==> src/core/atl_pkg.sv <==
package atl_pkg;
    // register bus geometry
    localparam int ADDR_W = 8;
    localparam int DATA_W = 32;
    // register byte offsets
    localparam logic [7:0] REG_LOW_LIMIT = 8'h64;
    localparam logic [7:0] REG_STATUS = 8'h68;
    localparam logic [7:0] REG_CONFIG = 8'h6C;
    // status field layout
    localparam int STS_LEVEL_LSB = 0;
    localparam int STS_GLOBAL_BIT = 8;
    // config field layout
    localparam int CFG_MID_LSB = 0;
    localparam int CFG_HIGH_LSB = 8;
    localparam int CFG_HUNT_BIT = 16;
    localparam int CFG_MODE_BIT = 17;
    localparam int CFG_DEBUG_BIT = 18;
    // reset values
    localparam logic [7:0] LOW_LIMIT_RST = 8'h00;
    localparam logic [7:0] LEVEL_RST = 8'h00;
    localparam logic [7:0] MID_RST = 8'h00;
    localparam logic [7:0] HIGH_RST = 8'h00;
    // largest legal code: 168 means 672 activations per window
    localparam logic [7:0] LEVEL_MAX = 8'hA8;
    // quiet windows needed before global throttling ends
    localparam logic [4:0] QUIET_WIN_NORMAL = 5'h10;
    localparam logic [4:0] QUIET_WIN_DEBUG = 5'h02;
    // staircase step time and clock period
    localparam int STEP_TIME_NS = 1000;
    localparam int CLK_PERIOD_NS = 50;
    localparam int STEP_CYCLES = (STEP_TIME_NS + CLK_PERIOD_NS - 1) / CLK_PERIOD_NS;
    localparam logic [7:0] STEP_LAST = 8'(STEP_CYCLES - 1);
    // applied limit selection
    typedef enum logic [3:0] {
        SEL_LOW = 4'h1,
        SEL_MID = 4'h2,
        SEL_HIGH = 4'h4,
        SEL_STAIR = 4'h8
    } atl_sel_t;
endpackage

==> src/core/atl_throttle.sv <==
`timescale 1ns/1ps

// How it works
// RULE1: status shows 8-bit level, step four activations
// RULE2: only hardware updates level within limits
// RULE3: decisions use unlatched global throttle signal
// RULE4: debug mode ends global throttle after 2 windows
// RULE5: cool, hunting, no global: apply low limit
// RULE6: hunting off, no global: apply low limit
// RULE7: software keeps low limit at most 168
// RULE8: low limit writes above 168 clamp to 168
// RULE9: low limit code counts four activations, 0 unlimited
// RULE10: global status set when window count exceeds limit
// RULE11: middle temperature or global throttle: mid limit
// RULE12: hot: high limit, slammed or staircase by mode
// RULE13: hunting off: temperature has no effect
// RULE14: reset leaves level and low limit zero
module atl_throttle (
    input wire logic clk_sys,
    input wire logic reset_n,
    input wire logic [atl_pkg::ADDR_W-1:0] regAddr,
    input wire logic [atl_pkg::DATA_W-1:0] regWrData,
    input wire logic regWrEn,
    input wire logic regRdEn,
    output logic [atl_pkg::DATA_W-1:0] regRdData,
    input wire logic tempAboveLow,
    input wire logic tempAboveMid,
    input wire logic windowEnd,
    input wire logic windowOverLimit,
    output logic [7:0] currentThrottleLevel,
    output logic globalThrottleStatus
);

    // caps a code to the largest legal limit
    // one helper for all three limit fields, so they clamp alike
    function automatic logic [7:0] clampCode(input logic [7:0] code);
        clampCode = (code > atl_pkg::LEVEL_MAX) ? atl_pkg::LEVEL_MAX : code;
    endfunction

    // reset release through two flops
    // both flops clear at once; the release needs two edges,
    // so no flop of the block ever sees a runt release
    // the first flop feeds only the second, never the logic
    logic rstSync1_reg;
    logic rstSync2_reg;
    logic rstN;

    always_ff @(posedge clk_sys or negedge reset_n) begin
        if (!reset_n) begin
            rstSync1_reg <= 1'b0;
            rstSync2_reg <= 1'b0;
        end else begin
            rstSync1_reg <= 1'b1;
            rstSync2_reg <= rstSync1_reg;
        end
    end

    // every other process resets on this released copy
    assign rstN = rstSync2_reg;

    // software programmed limits and control bits
    logic [7:0] lowLimit_reg;
    logic [7:0] midLimit_reg;
    logic [7:0] highLimit_reg;
    logic huntingEnable_reg;
    logic highLevelMode_reg;
    logic debugMode_reg;

    // applied level, the value the status field shows
    logic [7:0] level_reg;
    logic [7:0] level_next;

    // global throttle flag and its run of quiet windows
    logic global_reg;
    logic [4:0] quiet_reg;
    logic [4:0] quiet_next;

    // staircase step divider
    logic [7:0] stepCnt_reg;

    // read path, one word held for one cycle
    logic [atl_pkg::DATA_W-1:0] rdData_reg;
    logic [atl_pkg::DATA_W-1:0] rdData_next;

    // which limit drives the level; kept to spot staircase entry
    atl_pkg::atl_sel_t sel_reg;
    atl_pkg::atl_sel_t sel_next;

    // address decode
    // exact compare on the byte offset, so no alias takes a stray write
    wire hitLow = (regAddr == atl_pkg::REG_LOW_LIMIT);
    wire hitStatus = (regAddr == atl_pkg::REG_STATUS);
    wire hitConfig = (regAddr == atl_pkg::REG_CONFIG);
    // write strobes qualified by the decoded offset; the status has none
    wire wrLow = regWrEn && hitLow;
    wire wrConfig = regWrEn && hitConfig;

    // low limit field, clamped on the way in
    // the clamp sits on the write path, so a read never shows an illegal code
    always_ff @(posedge clk_sys or negedge rstN) begin
        if (!rstN) begin
            lowLimit_reg <= atl_pkg::LOW_LIMIT_RST; // [RULE14]
        end else if (wrLow) begin
            lowLimit_reg <= clampCode(regWrData[7:0]); // [RULE8] [RULE9]
        end
    end

    // mid and high limits plus mode bits share one word
    // mid and high clamp like the low limit; bits outside the layout drop
    // a write here reaches the level in the very next cycle
    always_ff @(posedge clk_sys or negedge rstN) begin
        if (!rstN) begin
            // hunting, mode and debug all start off
            midLimit_reg <= atl_pkg::MID_RST;
            highLimit_reg <= atl_pkg::HIGH_RST;
            huntingEnable_reg <= 1'b0;
            highLevelMode_reg <= 1'b0;
            debugMode_reg <= 1'b0;
        end else if (wrConfig) begin
            // all fields of the word land together
            midLimit_reg <= clampCode(regWrData[atl_pkg::CFG_MID_LSB +: 8]);
            highLimit_reg <= clampCode(regWrData[atl_pkg::CFG_HIGH_LSB +: 8]);
            huntingEnable_reg <= regWrData[atl_pkg::CFG_HUNT_BIT];
            highLevelMode_reg <= regWrData[atl_pkg::CFG_MODE_BIT];
            debugMode_reg <= regWrData[atl_pkg::CFG_DEBUG_BIT];
        end
    end

    // global throttle: a window over the limit starts it
    // the over-limit flag only counts while the window end pulse is high
    wire windowHot = windowEnd && windowOverLimit; // [RULE10]
    // a window that ended within the limit counts as quiet
    wire windowQuiet = windowEnd && !windowOverLimit;
    // debug mode needs only two quiet windows in a row
    // the normal run is sixteen windows
    wire [4:0] quietNeed = debugMode_reg ? atl_pkg::QUIET_WIN_DEBUG
                                         : atl_pkg::QUIET_WIN_NORMAL; // [RULE4]
    // the window now ending is counted before the compare,
    // so the flag drops at the edge of the last quiet window;
    // at least, not equal, so a switch to debug mid run still ends it
    wire quietDone = global_reg
                     && windowQuiet
                     && (quiet_reg + 5'h01 >= quietNeed);

    // unlatched copy sees this cycle's window, so no stale decision
    // a hot window and the last quiet window never meet in one pulse,
    // so there is no set and clear clash to settle here
    wire globalUnlatched = windowHot || (global_reg && !quietDone); // [RULE3]

    // quiet window counter restarts on any hot window
    // the count only runs while global throttling is on
    always_comb begin
        // hold the count between window pulses
        quiet_next = quiet_reg;
        if (windowHot || !global_reg) begin
            // fresh start for the next throttling episode
            quiet_next = 5'h00;
        end else if (windowQuiet) begin
            // one more quiet window, or done
            quiet_next = quietDone ? 5'h00 : quiet_reg + 5'h01;
        end
    end

    // registered global status; the selection never waits for it
    always_ff @(posedge clk_sys or negedge rstN) begin
        if (!rstN) begin
            global_reg <= 1'b0;
            quiet_reg <= 5'h00;
        end else begin
            global_reg <= globalUnlatched; // [RULE10]
            quiet_reg <= quiet_next;
        end
    end

    // staircase step enable from a divider
    // free running: the first step after entry may come early by up to
    // one step period, which is the price of a shared divider
    wire stepTick = (stepCnt_reg == atl_pkg::STEP_LAST);

    // divider count wraps after one step period
    always_ff @(posedge clk_sys or negedge rstN) begin
        if (!rstN) begin
            stepCnt_reg <= 8'h00;
        end else begin
            stepCnt_reg <= stepTick ? 8'h00 : stepCnt_reg + 8'h01;
        end
    end

    // temperature only counts with hunting on
    // with hunting off both flags drop, leaving the global throttle alone
    wire hot = huntingEnable_reg && tempAboveMid; // [RULE13]
    wire warm = huntingEnable_reg && tempAboveLow; // [RULE13]

    // limit selection: hot beats global, global beats cool
    // the unlatched global signal is used, so a hot window throttles
    // in the same edge that sets the status bit
    always_comb begin
        sel_next = atl_pkg::SEL_LOW;
        if (hot) begin
            // hot has priority over the global throttle
            sel_next = highLevelMode_reg ? atl_pkg::SEL_HIGH
                                         : atl_pkg::SEL_STAIR; // [RULE12]
        end else if (warm || globalUnlatched) begin
            // middle range, or global throttling on
            sel_next = atl_pkg::SEL_MID; // [RULE11]
        end else begin
            // cool, or hunting off with global throttling quiet
            sel_next = atl_pkg::SEL_LOW; // [RULE5] [RULE6]
        end
    end

    // staircase range lies between mid and high limits
    // lower codes mean fewer activations, so the steps count down to high
    // a level outside the range, e.g. after a limit write, restarts at mid
    wire stairOut = (level_reg > midLimit_reg) || (level_reg < highLimit_reg);
    // entry: a fresh staircase choice, or a level pushed outside
    wire stairEntry = (sel_reg != atl_pkg::SEL_STAIR) || stairOut;

    // level follows the selected limit
    // chosen afresh each cycle from the live limits and inputs
    always_comb begin
        level_next = level_reg;
        case (sel_next)
            // base limit
            atl_pkg::SEL_LOW: begin
                level_next = lowLimit_reg; // [RULE5] [RULE6]
            end
            // middle limit
            atl_pkg::SEL_MID: begin
                level_next = midLimit_reg; // [RULE11]
            end
            // slammed to the high limit
            atl_pkg::SEL_HIGH: begin
                level_next = highLimit_reg; // [RULE12]
            end
            atl_pkg::SEL_STAIR: begin
                // entry lands at mid, then one step per tick toward high
                if (stairEntry) begin
                    level_next = midLimit_reg; // [RULE12]
                end else if (stepTick && (level_reg > highLimit_reg)) begin
                    level_next = level_reg - 8'h01; // [RULE12]
                end
            end
            default: begin
                // unreachable with one-hot codes; falls back to the base limit
                level_next = lowLimit_reg;
            end
        endcase
    end

    // only this process writes the level; the status is read only
    // sel_reg remembers the last choice so staircase entry can be seen
    always_ff @(posedge clk_sys or negedge rstN) begin
        if (!rstN) begin
            sel_reg <= atl_pkg::SEL_LOW;
            level_reg <= atl_pkg::LEVEL_RST; // [RULE14]
        end else begin
            sel_reg <= sel_next;
            level_reg <= level_next; // [RULE2]
        end
    end

    // read mux; unmapped offsets read zero
    // the word is only built under a read strobe, so the bus shows zero
    // between reads and a missed sample cannot look like fresh data
    always_comb begin
        rdData_next = '0;
        if (regRdEn) begin
            if (hitLow) begin
                // low limit, upper bits zero
                rdData_next[7:0] = lowLimit_reg;
            end else if (hitStatus) begin
                // level and the registered global flag
                rdData_next[atl_pkg::STS_LEVEL_LSB +: 8] = level_reg; // [RULE1]
                rdData_next[atl_pkg::STS_GLOBAL_BIT] = global_reg;
            end else if (hitConfig) begin
                // mid, high and the three control bits
                rdData_next[atl_pkg::CFG_MID_LSB +: 8] = midLimit_reg;
                rdData_next[atl_pkg::CFG_HIGH_LSB +: 8] = highLimit_reg;
                rdData_next[atl_pkg::CFG_HUNT_BIT] = huntingEnable_reg;
                rdData_next[atl_pkg::CFG_MODE_BIT] = highLevelMode_reg;
                rdData_next[atl_pkg::CFG_DEBUG_BIT] = debugMode_reg;
            end
        end
    end

    // read data stand one cycle, zero otherwise
    // the flop also keeps the decode out of the output's path
    always_ff @(posedge clk_sys or negedge rstN) begin
        if (!rstN) begin
            rdData_reg <= '0;
        end else begin
            rdData_reg <= rdData_next;
        end
    end

    // every output comes straight from a flop,
    // so the pins never glitch with the bus decode
    assign regRdData = rdData_reg;
    assign currentThrottleLevel = level_reg; // [RULE1]
    assign globalThrottleStatus = global_reg;

endmodule

==> config.mk <==
export PLATFORM = sky130hd
export DESIGN_NAME = atl_throttle
export DESIGN_NICKNAME = d
export VERILOG_FILES = /design/src/core/atl_pkg.sv /design/src/core/atl_throttle.sv
export SDC_FILE = /design/constraint.sdc
export NUM_CORES = 1
export LEC_CHECK = 0
export BUFFER_PORTS_ARGS = -buffer_cell sky130_fd_sc_hd__buf_2
export CORE_ASPECT_RATIO = 1.25
export CORE_MARGIN = 2
export CORE_UTILIZATION = 55
export DETAILED_ROUTE_END_ITERATION = 10
export PLACE_DENSITY = 0.85
export SLEW_MARGIN = 20
export SYNTH_ARGS = -nofsm -noshare
export SYNTH_HDL_FRONTEND = slang
export SYNTH_SLANG_ARGS = --single-unit
export TNS_END_PERCENT = 50
==> constraint.sdc <==
create_clock -name clk_sys -period 4.6 [get_ports clk_sys]
set_input_delay 0.92 -clock clk_sys [delete_from_list [all_inputs] [get_ports clk_sys]]
set_output_delay 0.92 -clock clk_sys [all_outputs]
set_load 0.02 [all_outputs]
==> results.sh <==
export IMPL_rows=34
export IMPL_path_cells="ha_1 -> inv_1 -> ha_1 -> a21boi_1 -> o2111a_1 -> o21ai_1 -> nand3_1 -> inv_2 -> a2111oi_2 -> a21oi_1"
export IMPL_fmax_mhz=349
export IMPL_layout_drive_gt1_share_pct=21.1
export IMPL_viasPerCell=5.95
export IMPL_post_cts_buffers=0
export IMPL_place_congestion=0.927
export IMPL_antenna_found_initial=0
export IMPL_cp_end_kind="register"
export IMPL_ys_ff_latch=74
export IMPL_cts_buffers=9
export IMPL_clock_sinks=74
export IMPL_hold_class="input pin to asynchronous set/reset pin"
export IMPL_syn_area_sq_um=3980
export IMPL_yosysMostFrequentCell="dfrtp_1"
export IMPL_synthFlopType="dfrtp_1"
export IMPL_synthXorXnorAreaFrac_pct=2.86
export IMPL_critPathMostFrequentCell="ha_1"
export IMPL_rsz0062_at_grt="false"
export IMPL_cp_arrival_ns=3.09
export IMPL_synth_area_top_cells="dfrtp_1 46%, ha_1 6.6%, nand2_1 4.2%"
export IMPL_max_slew_worst_pin_slew_ns=0.866
export IMPL_antennaDiodeCount=0
export IMPL_post_drt_wl_per_cell_um=16.6
export IMPL_cts_buffer_depth=2
export IMPL_crit_buf_inv=2
export IMPL_peakVddDrop_v=0.000193
export IMPL_gr_total_overflow=0
export IMPL_yosys_area_top_type="dfrtp_1"
export IMPL_regArea_sq_um=1850
export IMPL_placed_area_sq_um=4310
export IMPL_path_class="register to register"
export IMPL_cellPowerDensity_nw_per_um2=335
export IMPL_ctsResizeCount=0
export IMPL_hpwl_um=6910
export IMPL_critPathMaxStageDelay_ns=0.48
export IMPL_syn2layout_area_growth_pct=13.7
export IMPL_final_antenna_net_count=0
export IMPL_yosys_area_share_simple_pct=18.3
export IMPL_design_area_sq_um=4520
export IMPL_yosys_top_cells_count="73 x dfrtp_1, 44 x nand2_1, 31 x nor2_1"
export IMPL_crit_fanout=14
export IMPL_dieArea_sq_um=7930
export IMPL_grt_usage_pct=25.6
export IMPL_clkLatencyLatePin_ns=0.35
export IMPL_min_period_ns=2.87
export IMPL_h_tree_depth=3
export IMPL_drt_total_wl_um=9440
export IMPL_finClkSkew_ns=0.0102
export IMPL_synth_top_area_share_pct=45.9
export IMPL_die_height_um=99.1
export IMPL_startpoint_type="register"
export IMPL_grt_pass1_vias=3255
export IMPL_num_vias=3384
export IMPL_synthMuxAreaShare_pct=1.95
export IMPL_crit_slowest_cell="nand3_1"
export IMPL_async_flop_share_pct=100
export IMPL_setup_viol=0
export IMPL_place_port_buffers=62
export IMPL_first_pass_iters=5
export IMPL_dieWidth_um=80.1
export IMPL_required_ns=4.82
export IMPL_slew_headroom_pct=42.3
export IMPL_detail_route_drc_violations=0
export IMPL_io_pins=89
export IMPL_final_fill_count=586
export IMPL_fin_ws_ns=1.73
export IMPL_initial_utilization_pct=57.0
export IMPL_clk_pin_slew_ns=0.08
export IMPL_hold_viol=0
export IMPL_largest_register_ffs=19
export IMPL_postSynthAreaPerCell_sq_um=9.61
export IMPL_postCtsHoldBufs=0
export IMPL_root_buffer="clkbuf_8"
export IMPL_synth_cell_types=59
export IMPL_critPathTopFamily="compound AO/OA/AOI/OAI gates"
export IMPL_nets=544
export IMPL_finalSetupTns_ns=0
export IMPL_dpl_worst_slack_ns=1.74
export IMPL_ys_seq_area_share_pct=46.6
export IMPL_synth_top_family_by_area="simple AND/OR/NAND/NOR gates"
export IMPL_drt_iter0_markers=221
export IMPL_multi_input_area_sq_um=1920
export IMPL_synth_compound_area_share_pct=17.3
export IMPL_synthCells=414
export IMPL_grt_max_degree=73
export IMPL_synth_adder_area_share_pct=6.61
export IMPL_drv_cap=0
export IMPL_yosys_warnings=0
export IMPL_p_leak_nw=2.25
export IMPL_slew_violations=0
export IMPL_tritoncts="built"
export IMPL_coreArea_sq_um=6980
export IMPL_status="finished clean"
export IMPL_fin_crit_sh_pct=62.3
export IMPL_grt_pass1_wl_um=15700
export IMPL_synth_edf_count=0
## cell type report
cell class	count	area share (%)
Multi-Input combinational cell	301	42.5
Sequential cell	74	41.0
Clock inverter	5	1.80
Tap cell	90	2.49
Inverter	24	1.99
Timing Repair Buffer	65	7.36
Clock buffer	10	2.82
## report_power, final
group	internal, W	switching, W	leakage, nW
clock network	0.000303	0.000237	0.102
logic	0.000104	0.000159	1.16
registers	0.000674	0.0000404	0.992
## cells by family after synthesis
logic type / count (synthesis)
AO/OA/AOI/OAI: 102
XOR/XNOR: 13
adder cells (fa/ha/maj): 21
buffers and inverters: 51
flip-flops: 74
multiplexers: 7
other: 2
AND/OR/NAND/NOR: 144
## layout by cell type, fill, tap and decap left out, drive strengths merged, types with 2 or more instances in the layout
cell     synthesis  final
dfrtp           73     73
buf             14     65
nand2           45     45
nor2            31     31
o21ai           29     29
a21oi           26     26
inv             24     24
ha              21     21
nor3            15     15
conb             2     14
nand3           11     11
clkbuf          13     10
xnor2            9      9
nor4             8      8
a211oi           8      8
a22oi            7      7
o31ai            7      7
and3             6      6
mux2             6      6
a22o             5      5
nor2b            5      5
nand2b           5      5
o21a             4      4
xor2             4      4
and2             3      3
nand4            3      3
a21boi           2      2
o21bai           2      2
o311ai           2      2
o2bb2ai          2      2
bufinv           0      2
nor4b            2      2
and4             2      2
clkinv           0      2
## path summary, 6_finish.rpt
path / startpoint / endpoint / slack (ns) / cells after the start
max: quiet_reg[0]$_DFFE_PN0P_ / currentThrottleLevel[5]$_DFFE_PN0P_ / 1.73 / 10
max in group asynchronous: rstN$_DFF_PN0_ / stepCnt_reg[1]$_DFF_PN0_ / 3.56 / 1
max reg2reg: quiet_reg[0]$_DFFE_PN0P_ / currentThrottleLevel[5]$_DFFE_PN0P_ / 1.73 / 10
min reg2reg: rstSync1_reg$_DFF_PN0_ / rstN$_DFF_PN0_ / 0.36 / 0
min in group clk_sys: rstSync1_reg$_DFF_PN0_ / rstN$_DFF_PN0_ / 0.36 / 0
min: reset_n / rstN$_DFF_PN0_ / 0.33 / 1
## through the flow
stage / util (%) / hold slack, ns / power [W] / instances
6_report: 64.8 / 0.335 / 0.00152 / 569
5_1_grt: 64.8 / 0.320 / 0.00159 / 569
4_1_cts: 64.8 / 0.328 / 0.00152 / 569
3_5_place_dp: 61.8 / 0.341 / 0.000983 / 554
3_3_place_gp: 61.8 / 0.337 / 0.000973 / 554
2_1_floorplan: - / 0.331 / 0.000906 / 426
## routing by layer
metal	routed length (um)	vias up	track usage [%]
met2	4530	183	40.4
met1	3780	1605	33.8
met5	0	-	0
met4	388	0	12.8
met3	730	41	4.76
li1	-	1555	-
## worst reg2reg max path, cell delays in order, from the launching register on
cell,delay (ns)
dfrtp_1,0.45
ha_1,0.31
inv_1,0.05
ha_1,0.27
a21boi_1,0.20
o2111a_1,0.24
o21ai_1,0.10
nand3_1,0.48
inv_2,0.18
a2111oi_2,0.36
a21oi_1,0.12
Note: power is estimated with default switching activity, not from simulation.
